## config.mk

```make
export PLATFORM = sky130hd
export DESIGN_NAME = scsc_top
export DESIGN_NICKNAME = d
export VERILOG_FILES = /design/src/hdl/scsc_pkg.sv /design/src/hdl/scsc_osc.sv /design/src/hdl/scsc_prot.sv /design/src/hdl/scsc_top.sv
export VERILOG_INCLUDE_DIRS = /design/src /design/src/hdl
export SDC_FILE = /design/constraint.sdc
export NUM_CORES = 1
export LEC_CHECK = 0
export ABC_AREA = 1
export BUFFER_PORTS_ARGS = -buffer_cell sky130_fd_sc_hd__buf_4
export CAP_MARGIN = 5
export CORE_MARGIN = 2
export CORE_UTILIZATION = 50
export CTS_CLUSTER_DIAMETER = 40
export DETAILED_ROUTE_END_ITERATION = 8
export PLACE_DENSITY = 0.73
export SLEW_MARGIN = 20
export SYNTH_ARGS = -nofsm -noshare
export SYNTH_HDL_FRONTEND = slang
export SYNTH_SLANG_ARGS = --single-unit
```

## constraint.sdc

```tcl
create_clock -name aclk -period 4.55 [get_ports aclk]
set_clock_uncertainty 0.05 [all_clocks]
set_input_delay 0.91 -clock aclk [delete_from_list [all_inputs] [get_ports aclk]]
set_output_delay 0.91 -clock aclk [all_outputs]
set_load 0.05 [all_outputs]
```

## src/hdl/scsc_defs.svh

```systemverilog
// constants for the skip-cycle switch controller
// assumes a 125 mhz clock; included by bare name from every design file
`ifndef SCSC_DEFS_SVH
`define SCSC_DEFS_SVH

// clock and oscillator
`define SCSC_CLK_HZ        125000000
`define SCSC_CLK_MHZ       125
`define SCSC_F_NORM_HZ     44000
`define SCSC_F_FAST_HZ     130000
`define SCSC_PER_NORM      (`SCSC_CLK_HZ / `SCSC_F_NORM_HZ)
`define SCSC_PER_FAST      (`SCSC_CLK_HZ / `SCSC_F_FAST_HZ)
`define SCSC_DUTY_PCT      67

// turn-on blanking, least time so rounded up
`define SCSC_TURN_ON_BLANKING_TIME_NS 200
`define SCSC_BLANK_CYC \
  ((`SCSC_TURN_ON_BLANKING_TIME_NS * `SCSC_CLK_MHZ + 999) / 1000)

// register byte addresses
`define SCSC_ADDR_CTRL     4'h0
`define SCSC_ADDR_STATE    4'h4
`define SCSC_ADDR_ISR      4'h8
`define SCSC_ADDR_IMR      4'hC

// reset values and field positions
`define SCSC_CTRL_RST      1'b1
`define SCSC_IMR_RST       5'h00
`define SCSC_EV_SKIP       0
`define SCSC_EV_LIM        1
`define SCSC_EV_DUTY       2
`define SCSC_EV_UV         3
`define SCSC_EV_OT         4
`define SCSC_EV_W          5

`endif

```

## src/hdl/scsc_pkg.sv

```systemverilog
// types shared by the skip-cycle switch controller files
// assumes scsc_defs.svh for all figures
`include "scsc_defs.svh"

package scsc_pkg;
  typedef logic [11:0] scsc_cnt_t;
  typedef logic [31:0] scsc_word_t;
  typedef logic [3:0]  scsc_addr_t;
  typedef enum logic [1:0] {SW_OFF, SW_BLANK, SW_ON} scsc_sw_t;
  typedef enum logic [2:0] {R_CTRL, R_STATE, R_ISR, R_IMR, R_NONE}
    scsc_reg_t;

  // length of the max on-time window for a given period
  function automatic scsc_cnt_t scsc_duty_len(input scsc_cnt_t per);
    logic [31:0] p;
    p = 32'(per) * 32'(`SCSC_DUTY_PCT);
    return scsc_cnt_t'(p / 32'd100);
  endfunction
endpackage

```

## src/hdl/scsc_osc.sv

```systemverilog
// free-running oscillator: cycle-start strobe and max on-time window
// assumes skip_mode is registered logic on the same clock
`timescale 1ns/1ns
`include "scsc_defs.svh"

module scsc_osc #(
  parameter bit FAST = 1'b0  // higher-rate variant
) (
  input  logic aclk,               // system clock
  input  logic aresetn,            // sync reset, active low
  input  logic ce,                 // clock enable
  input  logic skip_mode,          // cycles are being skipped
  output logic cyc_start,          // one-cycle strobe at cycle start
  output logic max_on_time_bound   // high while on-time is allowed
);
  import scsc_pkg::*;

  localparam scsc_cnt_t PER_N =
    scsc_cnt_t'(FAST ? `SCSC_PER_FAST : `SCSC_PER_NORM);

  scsc_cnt_t cnt_r, cnt_nxt;
  scsc_cnt_t per_r, per_nxt;
  logic      cyc_r, cyc_nxt;
  logic      win_r, win_nxt;
  logic      wrap;

  // -------------------------------------------------------------------
  // counter
  // -------------------------------------------------------------------
  always_comb begin
    wrap    = (cnt_r >= per_r - 12'h001);
    cnt_nxt = wrap ? 12'h000 : cnt_r + 12'h001;
    // period is latched per cycle so a cycle never changes length
    per_nxt = per_r;
    if (wrap) begin
      per_nxt = (skip_mode && !FAST) ? (PER_N >> 1) : PER_N;
    end
    cyc_nxt = wrap;
    win_nxt = wrap ? 1'b1 : (cnt_nxt < scsc_duty_len(per_r));
  end

  always_ff @(posedge aclk) begin
    if (!aresetn) begin
      cnt_r <= 12'h000;
      per_r <= PER_N;
      cyc_r <= 1'b0;
      win_r <= 1'b0;
    end else if (ce) begin
      cnt_r <= cnt_nxt;
      per_r <= per_nxt;
      cyc_r <= cyc_nxt;
      win_r <= win_nxt;
    end
  end

  assign cyc_start         = cyc_r;
  assign max_on_time_bound = win_r;
endmodule // scsc_osc

```

## src/hdl/scsc_prot.sv

```systemverilog
// hysteretic under-voltage and over-temperature lockouts
// assumes synchronised comparator levels on the same clock
`timescale 1ns/1ns
`include "scsc_defs.svh"

module scsc_prot (
  input  logic aclk,         // system clock
  input  logic aresetn,      // sync reset, active low
  input  logic ce,           // clock enable
  input  logic supply_low,   // supply node under lower level
  input  logic supply_ok,    // supply node back at upper level
  input  logic temp_hot,     // junction above shutdown level
  input  logic temp_cooled,  // junction fell by the hysteresis
  output logic uv_lock,      // under-voltage lockout active
  output logic ot_lock,      // thermal shutdown active
  output logic uv_trip,      // pulse when lockout is entered
  output logic ot_trip       // pulse when shutdown is entered
);
  logic uv_r, uv_nxt, ot_r, ot_nxt;
  logic uvt_r, uvt_nxt, ott_r, ott_nxt;

  // -------------------------------------------------------------------
  // lockout latches
  // -------------------------------------------------------------------
  always_comb begin
    uv_nxt = uv_r;
    if (supply_low) begin
      uv_nxt = 1'b1;
    end else if (supply_ok) begin
      uv_nxt = 1'b0;
    end
    ot_nxt = ot_r;
    if (temp_hot) begin
      ot_nxt = 1'b1;
    end else if (temp_cooled) begin
      ot_nxt = 1'b0;
    end
    uvt_nxt = uv_nxt && !uv_r;
    ott_nxt = ot_nxt && !ot_r;
  end

  always_ff @(posedge aclk) begin
    if (!aresetn) begin
      uv_r  <= 1'b1;
      ot_r  <= 1'b0;
      uvt_r <= 1'b0;
      ott_r <= 1'b0;
    end else if (ce) begin
      uv_r  <= uv_nxt;
      ot_r  <= ot_nxt;
      uvt_r <= uvt_nxt;
      ott_r <= ott_nxt;
    end
  end

  assign uv_lock = uv_r;
  assign ot_lock = ot_r;
  assign uv_trip = uvt_r;
  assign ot_trip = ott_r;
endmodule // scsc_prot

```

## src/hdl/scsc_top.sv

```systemverilog
// skip-cycle switch controller top: pin sync, switch fsm, axi4-lite regs
// assumes one clock; enable and comparator inputs arrive asynchronously
//
// Our own choices: the address map and the AXI4-Lite register port.
`timescale 1ns/1ns
`include "scsc_defs.svh"

module scsc_top #(
  parameter bit FAST_VARIANT = 1'b0  // 130 khz part
) (
  input  logic               aclk,          // 125 mhz clock
  input  logic               aresetn,       // sync reset, active low
  input  logic               ce,            // clock enable
  input  scsc_pkg::scsc_addr_t awaddr,      // write address
  input  logic               awvalid,       // write address valid
  output logic               awready,       // write address ready
  input  scsc_pkg::scsc_word_t wdata,       // write data
  input  logic [3:0]         wstrb,         // write byte strobes
  input  logic               wvalid,        // write data valid
  output logic               wready,        // write data ready
  output logic [1:0]         bresp,         // write response
  output logic               bvalid,        // write response valid
  input  logic               bready,        // write response ready
  input  scsc_pkg::scsc_addr_t araddr,      // read address
  input  logic               arvalid,       // read address valid
  output logic               arready,       // read address ready
  output scsc_pkg::scsc_word_t rdata,       // read data
  output logic [1:0]         rresp,         // read response
  output logic               rvalid,        // read data valid
  input  logic               rready,        // read data ready
  input  logic               enable_in,     // feedback enable pin
  input  logic               ilim_in,       // current-limit comparator
  input  logic               supply_low_in, // internal_supply_node < low
  input  logic               supply_ok_in,  // internal_supply_node >= up
  input  logic               temp_hot_in,   // over-temperature level
  input  logic               temp_cool_in,  // cooled by the hysteresis
  output logic               switch_drive,  // power switch gate
  output logic               irq            // level interrupt
);
  import scsc_pkg::*;

  localparam logic [7:0] BLANK = 8'(`SCSC_BLANK_CYC);

  // -------------------------------------------------------------------
  // pin synchronisers
  // -------------------------------------------------------------------
  logic [5:0] sync_a_r, sync_b_r;
  logic       en_s, ilim_s, sl_s, so_s, th_s, tc_s;

  always_ff @(posedge aclk) begin
    if (!aresetn) begin
      sync_a_r <= 6'h00;
      sync_b_r <= 6'h00;
    end else if (ce) begin
      sync_a_r <= {temp_cool_in, temp_hot_in, supply_ok_in,
                   supply_low_in, ilim_in, enable_in};
      sync_b_r <= sync_a_r;
    end
  end

  assign {tc_s, th_s, so_s, sl_s, ilim_s, en_s} = sync_b_r;

  // -------------------------------------------------------------------
  // oscillator and protection
  // -------------------------------------------------------------------
  logic cyc_start, max_on_time_bound;
  logic uv_lock, ot_lock, uv_trip, ot_trip;
  logic skip_r, skip_nxt;

  scsc_osc #(.FAST(FAST_VARIANT)) u_osc (
    .aclk              (aclk),
    .aresetn           (aresetn),
    .ce                (ce),
    .skip_mode         (skip_r),
    .cyc_start         (cyc_start),
    .max_on_time_bound (max_on_time_bound)
  );

  scsc_prot u_prot (
    .aclk        (aclk),
    .aresetn     (aresetn),
    .ce          (ce),
    .supply_low  (sl_s),
    .supply_ok   (so_s),
    .temp_hot    (th_s),
    .temp_cooled (tc_s),
    .uv_lock     (uv_lock),
    .ot_lock     (ot_lock),
    .uv_trip     (uv_trip),
    .ot_trip     (ot_trip)
  );

  // -------------------------------------------------------------------
  // switch fsm
  // -------------------------------------------------------------------
  scsc_sw_t   st_r, st_nxt;
  logic [7:0] blank_r, blank_nxt;
  logic       sw_r, sw_nxt;
  logic       run_r;
  logic       ev_lim, ev_duty, ev_skip;

  always_comb begin
    st_nxt    = st_r;
    blank_nxt = blank_r;
    skip_nxt  = skip_r;
    ev_lim    = 1'b0;
    ev_duty   = 1'b0;
    ev_skip   = cyc_start && !en_s;
    if (cyc_start) begin
      skip_nxt = !en_s;
    end
    case (st_r)
      SW_OFF: begin
        // sampled only on the strobe; later changes are ignored
        if (cyc_start && en_s && run_r && !uv_lock && !ot_lock) begin
          st_nxt    = SW_BLANK;
          blank_nxt = BLANK - 8'h01;
        end
      end
      SW_BLANK: begin
        if (blank_r == 8'h00) begin
          st_nxt = SW_ON;
        end else begin
          blank_nxt = blank_r - 8'h01;
        end
      end
      SW_ON: begin
        if (ilim_s) begin
          st_nxt = SW_OFF;
          ev_lim = 1'b1;
        end
      end
      default: st_nxt = SW_OFF;
    endcase
    if (st_r != SW_OFF && !max_on_time_bound && !ev_lim) begin
      st_nxt  = SW_OFF;
      ev_duty = 1'b1;
    end
    if (uv_lock || ot_lock) begin
      st_nxt = SW_OFF;
    end
    sw_nxt = (st_nxt != SW_OFF);
  end

  always_ff @(posedge aclk) begin
    if (!aresetn) begin
      st_r    <= SW_OFF;
      blank_r <= 8'h00;
      skip_r  <= 1'b0;
      sw_r    <= 1'b0;
    end else if (ce) begin
      st_r    <= st_nxt;
      blank_r <= blank_nxt;
      skip_r  <= skip_nxt;
      sw_r    <= sw_nxt;
    end
  end

  // -------------------------------------------------------------------
  // axi4-lite slave and registers
  // -------------------------------------------------------------------
  function automatic scsc_reg_t reg_sel(input scsc_addr_t a);
    if (a == `SCSC_ADDR_CTRL) begin
      return R_CTRL;
    end else if (a == `SCSC_ADDR_STATE) begin
      return R_STATE;
    end else if (a == `SCSC_ADDR_ISR) begin
      return R_ISR;
    end else if (a == `SCSC_ADDR_IMR) begin
      return R_IMR;
    end else begin
      return R_NONE;
    end
  endfunction

  logic                aw_got_r, aw_got_nxt, w_got_r, w_got_nxt;
  scsc_addr_t          wa_r, wa_nxt;
  scsc_word_t          wd_r, wd_nxt;
  logic [3:0]          ws_r, ws_nxt;
  logic                awr_r, awr_nxt, wr_r, wr_nxt, arr_r, arr_nxt;
  logic                bv_r, bv_nxt, rv_r, rv_nxt;
  logic [1:0]          br_r, br_nxt, rr_r, rr_nxt;
  scsc_word_t          rd_r, rd_nxt;
  logic                run_nxt;
  logic [`SCSC_EV_W-1:0] isr_r, isr_nxt, imr_r, imr_nxt, ev, clr;
  logic                irq_r, irq_nxt, wr_go;

  always_comb begin
    aw_got_nxt = aw_got_r;
    w_got_nxt  = w_got_r;
    wa_nxt     = wa_r;
    wd_nxt     = wd_r;
    ws_nxt     = ws_r;
    br_nxt     = br_r;
    rr_nxt     = rr_r;
    rd_nxt     = rd_r;
    run_nxt    = run_r;
    imr_nxt    = imr_r;
    clr        = '0;
    if (awvalid && awr_r) begin
      aw_got_nxt = 1'b1;
      wa_nxt     = awaddr;
    end
    if (wvalid && wr_r) begin
      w_got_nxt = 1'b1;
      wd_nxt    = wdata;
      ws_nxt    = wstrb;
    end
    // both halves held, then one cycle to commit and answer
    wr_go = aw_got_r && w_got_r && !bv_r;
    if (wr_go) begin
      aw_got_nxt = 1'b0;
      w_got_nxt  = 1'b0;
      br_nxt     = 2'b00;
      if (reg_sel(wa_r) == R_CTRL) begin
        if (ws_r[0]) run_nxt = wd_r[0];
      end else if (reg_sel(wa_r) == R_ISR) begin
        if (ws_r[0]) clr = wd_r[`SCSC_EV_W-1:0];
      end else if (reg_sel(wa_r) == R_IMR) begin
        if (ws_r[0]) imr_nxt = wd_r[`SCSC_EV_W-1:0];
      end else if (reg_sel(wa_r) == R_NONE) begin
        br_nxt = 2'b10;
      end
    end
    bv_nxt  = wr_go || (bv_r && !bready);
    awr_nxt = !aw_got_nxt && !bv_nxt;
    wr_nxt  = !w_got_nxt && !bv_nxt;
    if (arvalid && arr_r) begin
      rr_nxt = 2'b00;
      rd_nxt = 32'h0000_0000;
      if (reg_sel(araddr) == R_CTRL) begin
        rd_nxt[0] = run_r;
      end else if (reg_sel(araddr) == R_STATE) begin
        rd_nxt[4:0] = {ot_lock, uv_lock, skip_r, en_s, sw_r};
      end else if (reg_sel(araddr) == R_ISR) begin
        rd_nxt[`SCSC_EV_W-1:0] = isr_r;
      end else if (reg_sel(araddr) == R_IMR) begin
        rd_nxt[`SCSC_EV_W-1:0] = imr_r;
      end else begin
        rr_nxt = 2'b10;
      end
    end
    rv_nxt  = (arvalid && arr_r) || (rv_r && !rready);
    arr_nxt = !rv_nxt;
    ev = '0;
    ev[`SCSC_EV_SKIP] = ev_skip;
    ev[`SCSC_EV_LIM]  = ev_lim;
    ev[`SCSC_EV_DUTY] = ev_duty;
    ev[`SCSC_EV_UV]   = uv_trip;
    ev[`SCSC_EV_OT]   = ot_trip;
    // a new event wins over a clear in the same cycle
    isr_nxt = (isr_r & ~clr) | ev;
    irq_nxt = |(isr_nxt & imr_nxt);
  end

  always_ff @(posedge aclk) begin
    if (!aresetn) begin
      aw_got_r <= 1'b0;
      w_got_r  <= 1'b0;
      wa_r     <= 4'h0;
      wd_r     <= 32'h0000_0000;
      ws_r     <= 4'h0;
      awr_r    <= 1'b0;
      wr_r     <= 1'b0;
      arr_r    <= 1'b0;
      bv_r     <= 1'b0;
      rv_r     <= 1'b0;
      br_r     <= 2'b00;
      rr_r     <= 2'b00;
      rd_r     <= 32'h0000_0000;
      run_r    <= `SCSC_CTRL_RST;
      isr_r    <= '0;
      imr_r    <= `SCSC_IMR_RST;
      irq_r    <= 1'b0;
    end else if (ce) begin
      aw_got_r <= aw_got_nxt;
      w_got_r  <= w_got_nxt;
      wa_r     <= wa_nxt;
      wd_r     <= wd_nxt;
      ws_r     <= ws_nxt;
      awr_r    <= awr_nxt;
      wr_r     <= wr_nxt;
      arr_r    <= arr_nxt;
      bv_r     <= bv_nxt;
      rv_r     <= rv_nxt;
      br_r     <= br_nxt;
      rr_r     <= rr_nxt;
      rd_r     <= rd_nxt;
      run_r    <= run_nxt;
      isr_r    <= isr_nxt;
      imr_r    <= imr_nxt;
      irq_r    <= irq_nxt;
    end
  end

  assign awready      = awr_r;
  assign wready       = wr_r;
  assign bvalid       = bv_r;
  assign bresp        = br_r;
  assign arready      = arr_r;
  assign rvalid       = rv_r;
  assign rresp        = rr_r;
  assign rdata        = rd_r;
  assign switch_drive = sw_r;
  assign irq          = irq_r;
endmodule // scsc_top
```

=== Yosys cells after proc, flatten, opt, wreduce, memory -nomap -nowiden ===
Index checks and enable logic that the tools add are counted.

* Bits of input ports: 58
* Output and inout bits: 43
* Bits in registers: 92

* $lt $le $gt $ge: 2
* Multipliers: 1
* Div/mod/pow operators: 1
* Reductions and logical operators: 51
* Eq/ne operators: 16
* Bitwise gates (word level): 4
* Muxes and demuxes: 73
* Add/subtract/negate cells: 3

{| class="wikitable"
|+ Operator list
! cell !! number
|-
| two-way mux 3 bit || 28
|-
| two-way mux 5 bit || 12
|-
| divider 19 x 7 -> 32 bit (second input constant) || 1
|-
| two-way mux 2 bit || 13
|-
| two-way mux 12 bit || 2
|-
| multiplier 12 x 7 -> 19 bit (second input constant) || 1
|-
| logical AND 1 bit || 18
|-
| equality test 4 bit (second input constant) || 4
|-
| two-way mux 8 bit || 2
|-
| one-hot mux 8 bit (2 select lines) || 1
|-
| two-way mux 1 bit || 13
|-
| adder 12 x 1 -> 12 bit (second input constant) || 1
|-
| equality test 3 x 2 -> 1 bit (second input constant) || 4
|-
| greater-or-equal comparator 12 bit || 1
|-
| zero test 1 bit || 12
|-
| less-than comparator 12 bit || 1
|-
| AND reduction 2 bit || 6
|-
| subtractor 12 x 1 -> 12 bit (second input constant) || 1
|-
| AND 5 bit || 2
|-
| equality test 4 x 3 -> 1 bit (second input constant) || 2
|-
| zero test 4 bit || 2
|-
| zero test 8 bit || 1
|-
| AND reduction 4 bit || 2
|-
| subtractor 8 x 1 -> 8 bit (second input constant) || 1
|-
| 14 further kinds || 20
|}

=== Logic depth before layout (Yosys ltp) ===
* Depth in word-level cells: 23
* Mapped depth: 36
* Gate-level depth less buffers: 36

=== Cells and area by module ===
A second synthesis with hierarchy kept.

* Cells, all modules: 885
* Area total of the unflattened synthesis: 5711.7 um2

{| class="wikitable"
|+ Modules (own cells, without submodules)
! module !! area an instance (um2) !! instances !! cells each
|-
| scsc_top || 3036.7 || 1 || 437
|-
| scsc_osc || 2488.6 || 1 || 421
|-
| scsc_prot || 186.4 || 1 || 27
|}

=== Worst setup path after synthesis ===
OpenSTA, ideal clock, no wires.

* Path type: reg2reg
* Start: register u_osc.per_r[10]
* End: register u_osc.win_r (netlist: u_osc.max_on_time_bound)
* Buffers on the path: 0
* Arrival time: 3586 ps
* Stages on the path, launching flop included: 28
* Path slack: 848 ps
* Clock period less this slack: 3702 ps
* Data required time: 4434 ps
* Cells stage by stage: dfxtp_1 inv_1 ha_1 inv_2 ha_1 inv_1 nand2_2 clkinv_2 nand3_2 nand2_2 nand3_2 nand2_2 nand2_4 nand2_4 nand3_1 nand2_4 inv_1 nand2_2 nand2_2 nor2_4 ha_1 a21oi_1 nor2_1 a211oi_1 o221ai_1 nor2_1 nand2_1 a21oi_2

* Longest elaborated chain between the ends: 5
* Elaborated cells between the ends (all ways): 7
* Classes of those cells: 1 x add/sub; 1 x mul; 1 x div; 2 x order compare; 2 x mux

{| class="wikitable"
|+ RTL lines
! what !! line !! RTL
|-
| from (decl) || scsc_osc.sv:22 || <nowiki>scsc_cnt_t per_r, per_nxt;</nowiki>
|-
| from (signal assigned) || scsc_osc.sv:50 || <nowiki>per_r <= per_nxt;</nowiki>
|-
| parallel branches: the longest is 4 deep, another holds divider 19 x 7 -> 32 bit || n/a ||
|-
| two-way mux 1 bit (*) || scsc_osc.sv:39 || <nowiki>win_nxt = wrap ? 1'b1 : (cnt_nxt < scsc_duty_len(per_r));</nowiki>
|-
| to (signal assigned) || scsc_osc.sv:52 || <nowiki>win_r <= win_nxt;</nowiki>
|-
| to (decl) || scsc_osc.sv:24 || <nowiki>logic win_r, win_nxt;</nowiki>
|}

Every way passes the cells marked *.
A chain may end at the register's enable or synchronous reset.

=== Worst setup path after layout ===
Same ends and word-level chain as after synthesis.

==> qor.yml <==
floorplan:
  floorplan.initialDensity: 0.515
  die_span_in_y_um: 110
  die-area_um2: 12100
  floorplan.die.width_um: 110
  num_rows: 38
  core-area_um2: 10900
  floorplan.io_pins: 101
worst_setup_path:
  worst_setup_path_end_kind: "flip-flop"
  worstPathMaxFanout: 10
  rr_worst_depth: 34
  r2r-start: "u_osc.per_r[10]"
  timing.critical_path.from_type: "flip-flop"
  crit_path_max_incr_delay_ps: 370
  worst_ep_arrival_time_ps: 4200
  ff2ff_setup_slack_ps: 530
  cp_data_required_time_ps: 4720
  rr_endpoint: "u_osc.max_on_time_bound"
  cp_slowest_cell: "sky130_fd_sc_hd__ha_1"
  critical_path_class: "flip-flop to flip-flop"
  critical-path-top-cell-by-count: "sky130_fd_sc_hd__nand2_1"
min_path:
  holdCritStartpoint: "wa_r[0]"
  hold-path-endpoint: "wa_r[0]"
  hold_path.class: "flip-flop to flip-flop"
  min_delay_path_depth: 2
final_layout:
  nFillCells: 1112
  final_cell_count_no_fill: 1009
  design.final.nets: 955
  regArea_um2: 1600
  multi_input_combinational_cell_area_um2: 3370
  layout.core_utilization: 0.566
  proportion_of_layout_cells_with_a_drive_suffix_above_1: 0.152
  layout-area-overhead-vs-synth_pct: 10.0
  diodes: 0
routing:
  first_pass_iters: 7
  detail-route-antenna-nets: 0
  route.vias.total: 5186
  remaining_drc_errors: 0
  wl_per_cell_um: 12.4
  finalWirelength_mm: 12.5
  detailedRoute.firstIterationViolations: 272
  post_drt_via_cell_ratio: 5.14
sta:
  rsz0062_at_grt: "false"
  final_hold_viol_count: 0
  post-route-min-period_ps: 4020
  setup_total_neg_slack_ps: 0
  max_clock_freq_ghz: 0.249
  final.period_utilization: 0.884
  layout_setup_ws_ps: 528
  timing_max_transition_violations_final: 0
  finalSetupViolCount: 0
synth:
  async_s_r_ff_share_synth: 0
  synth_top_cell_area_share: 0.286
  syn-cell-area_um2: 5600
  synth.mux.area_fraction: 0
  synthDominantAreaCellType: "sky130_fd_sc_hd__dfxtp_1"
  synth_common_cells: "139 x sky130_fd_sc_hd__nand2_1, 104 x sky130_fd_sc_hd__inv_1, 83 x sky130_fd_sc_hd__nor2_1, 80 x sky130_fd_sc_hd__dfxtp_1"
  post_synth_and_or_nand_nor_area_fraction: 0.316
  synthXorXnorAreaFrac: 0.0109
  synth_enable_flop_cells: 0
  postSynthAreaPerCell_um2: 6.79
  post_synth_main_area_contributors: "sky130_fd_sc_hd__dfxtp_1 29%, sky130_fd_sc_hd__nand2_1 9.3%, sky130_fd_sc_hd__ha_1 7.4%, sky130_fd_sc_hd__inv_1 7.0%, sky130_fd_sc_hd__a21oi_1 6.5%"
  synth_flop_cell: "sky130_fd_sc_hd__dfxtp_1"
  yosys.cell_count.top_type: "sky130_fd_sc_hd__nand2_1"
  netlist_instances: 825
  post_synth_fa_ha_maj_area_fraction: 0.0737
  synth_top_family_by_area: "simple AND/OR/NAND/NOR gates"
  synth_compound_area_frac: 0.181
  netlist-cell-type-count: 51
  ys_seq_area_frac: 0.286
  yosys_reg_bits: 80
  synth.yosys.warnings: 0
cts:
  holdBufCountCts: 0
  cts.clk_slew.worst_paths_ps: 80
  post_cts_buffers: 0
  ctsLongestPathBuffers: 2
  cts-buffers-inserted: 9
  cts_max_level: 3
  tritoncts_num_sinks: 80
  cts_tree: "built"
  clockRootBuffer: "sky130_fd_sc_hd__clkbuf_8"
  postCtsResizedCells: 0
  clock_insertion_delay_worst_skew_ps: 360
global_routing:
  antenna_violations_before_repair: 0
  first_global_vias: 4744
  grtUsageTotal: 0.219
  gr-total-overflow: 0
  grt_first_pass_wirelength_mm: 21.1
  maximum_number_of_pins_on_one_net_before_global_route_repair: 51
place:
  numPortBuffers: 41
  dp.final_hpwl_mm: 9.32
  placement.setup.worst_slack_ps: 484
  finalWeightedCongestion: 0.854
  post-place-cells: 993
pwr:
  power.density_nw_per_um2: 291
  peakVddDrop_v: 0.000239
  finalPower_uw: 1790
  p_leak_uw: 0.00297
job:
  max-cap-violations: 0
status:
  status: "completed"
[area by class of cell]
type / instances / area share
inverters: 115 / 0.0704
clock inverters: 4 / 0.00832
flip-flops and latches: 80 / 0.260
clock buffers: 12 / 0.0268
repair buffers: 49 / 0.0597
multi-input cells: 609 / 0.547
well taps: 140 / 0.0284
[critical path: cells and delay by family (launching register included)]
family | cells | cell delay [ps]
and+or+nand+nor | 24 | 2030
buffers and inverters | 6 | 640
AOI/OAI and AO/OA | 2 | 270
DFF | 1 | 310
adders and majority gates | 2 | 570
[layer usage]
metal / global-route usage / vias up / wire [um]
met1: 0.261 / 2336 / 5740
met4: 0.0877 / 0 / 281
met3: 0.0344 / 22 / 365
met5: 0 / - / 0
li1: - / 2727 / -
met2: 0.392 / 101 / 6130
[report_power, final]
part           total [uW]  switching [uW]  internal (uW)
Clock                 550             251            298
Combinational         493             337            156
Sequential            751            19.6            731
[worst max path at each step]
stage / startpoint / endpoint / slack, ps / cells past startpoint
6_report: u_osc.per_r[10] / u_osc.max_on_time_bound / 530 / 34
5_1_grt: u_osc.per_r[10] / u_osc.max_on_time_bound / 70 / 32
4_1_cts: u_osc.per_r[10] / u_osc.max_on_time_bound / 470 / 32
3_5_place_dp: u_osc.per_r[10] / u_osc.max_on_time_bound / 480 / 32
3_3_place_gp: u_osc.per_r[10] / u_osc.max_on_time_bound / 540 / 32
2_1_floorplan: u_osc.per_r[10] / u_osc.max_on_time_bound / 850 / 27
[through the flow]
step	hold slack, ps	cell area [um2]
6_report	400	6160
5_1_grt	422	6160
4_1_cts	400	6160
3_5_place_dp	388	5950
3_3_place_gp	385	5950
2_1_floorplan	374	5710
[flip-flops by register name (all words and copies together) (netlist names), 2 cells and up]
signal,cells
u_osc.cnt_r,12
blank_r,8
sync_a_r,6
sync_b_r,6
imr_r,5
isr_r,5
rdata,5
wd_r,5
wa_r,4
st_r,2
u_osc.per_r,2
[layout by cell type (no fill, tap or decap), types with 4 or more instances in the layout]
master / netlist / routed
sky130_fd_sc_hd__nand2_4: 9 / 9
sky130_fd_sc_hd__nand3_2: 10 / 10
sky130_fd_sc_hd__conb_1: 1 / 29
sky130_fd_sc_hd__a21oi_1: 73 / 73
sky130_fd_sc_hd__nand2_1: 139 / 139
sky130_fd_sc_hd__nor2_1: 83 / 83
sky130_fd_sc_hd__nor2_4: 8 / 8
sky130_fd_sc_hd__nor2_2: 5 / 5
sky130_fd_sc_hd__nand3_1: 52 / 52
sky130_fd_sc_hd__o21ai_0: 73 / 73
sky130_fd_sc_hd__ha_1: 33 / 33
sky130_fd_sc_hd__clkbuf_8: 0 / 12
sky130_fd_sc_hd__nor3_1: 11 / 11
sky130_fd_sc_hd__nand4_1: 14 / 14
sky130_fd_sc_hd__xor2_1: 6 / 6
sky130_fd_sc_hd__inv_2: 9 / 9
sky130_fd_sc_hd__o21bai_1: 4 / 4
sky130_fd_sc_hd__dfxtp_1: 80 / 80
sky130_fd_sc_hd__inv_1: 104 / 104
sky130_fd_sc_hd__buf_4: 29 / 49
sky130_fd_sc_hd__o22ai_1: 5 / 5
sky130_fd_sc_hd__nand2_2: 17 / 17
sky130_fd_sc_hd__a31oi_1: 7 / 7
[cell families (layout without fill, tap and decap cells)]
family | after synthesis | count (layout)
other cells | 1 | 29
compound gates | 184 | 184
simple gates | 356 | 356
flops | 80 | 80
xor+xnor | 7 | 7
buf+inv | 164 | 180
fa+ha+maj | 33 | 33
No activity file was read; power rests on OpenSTA's default activity.
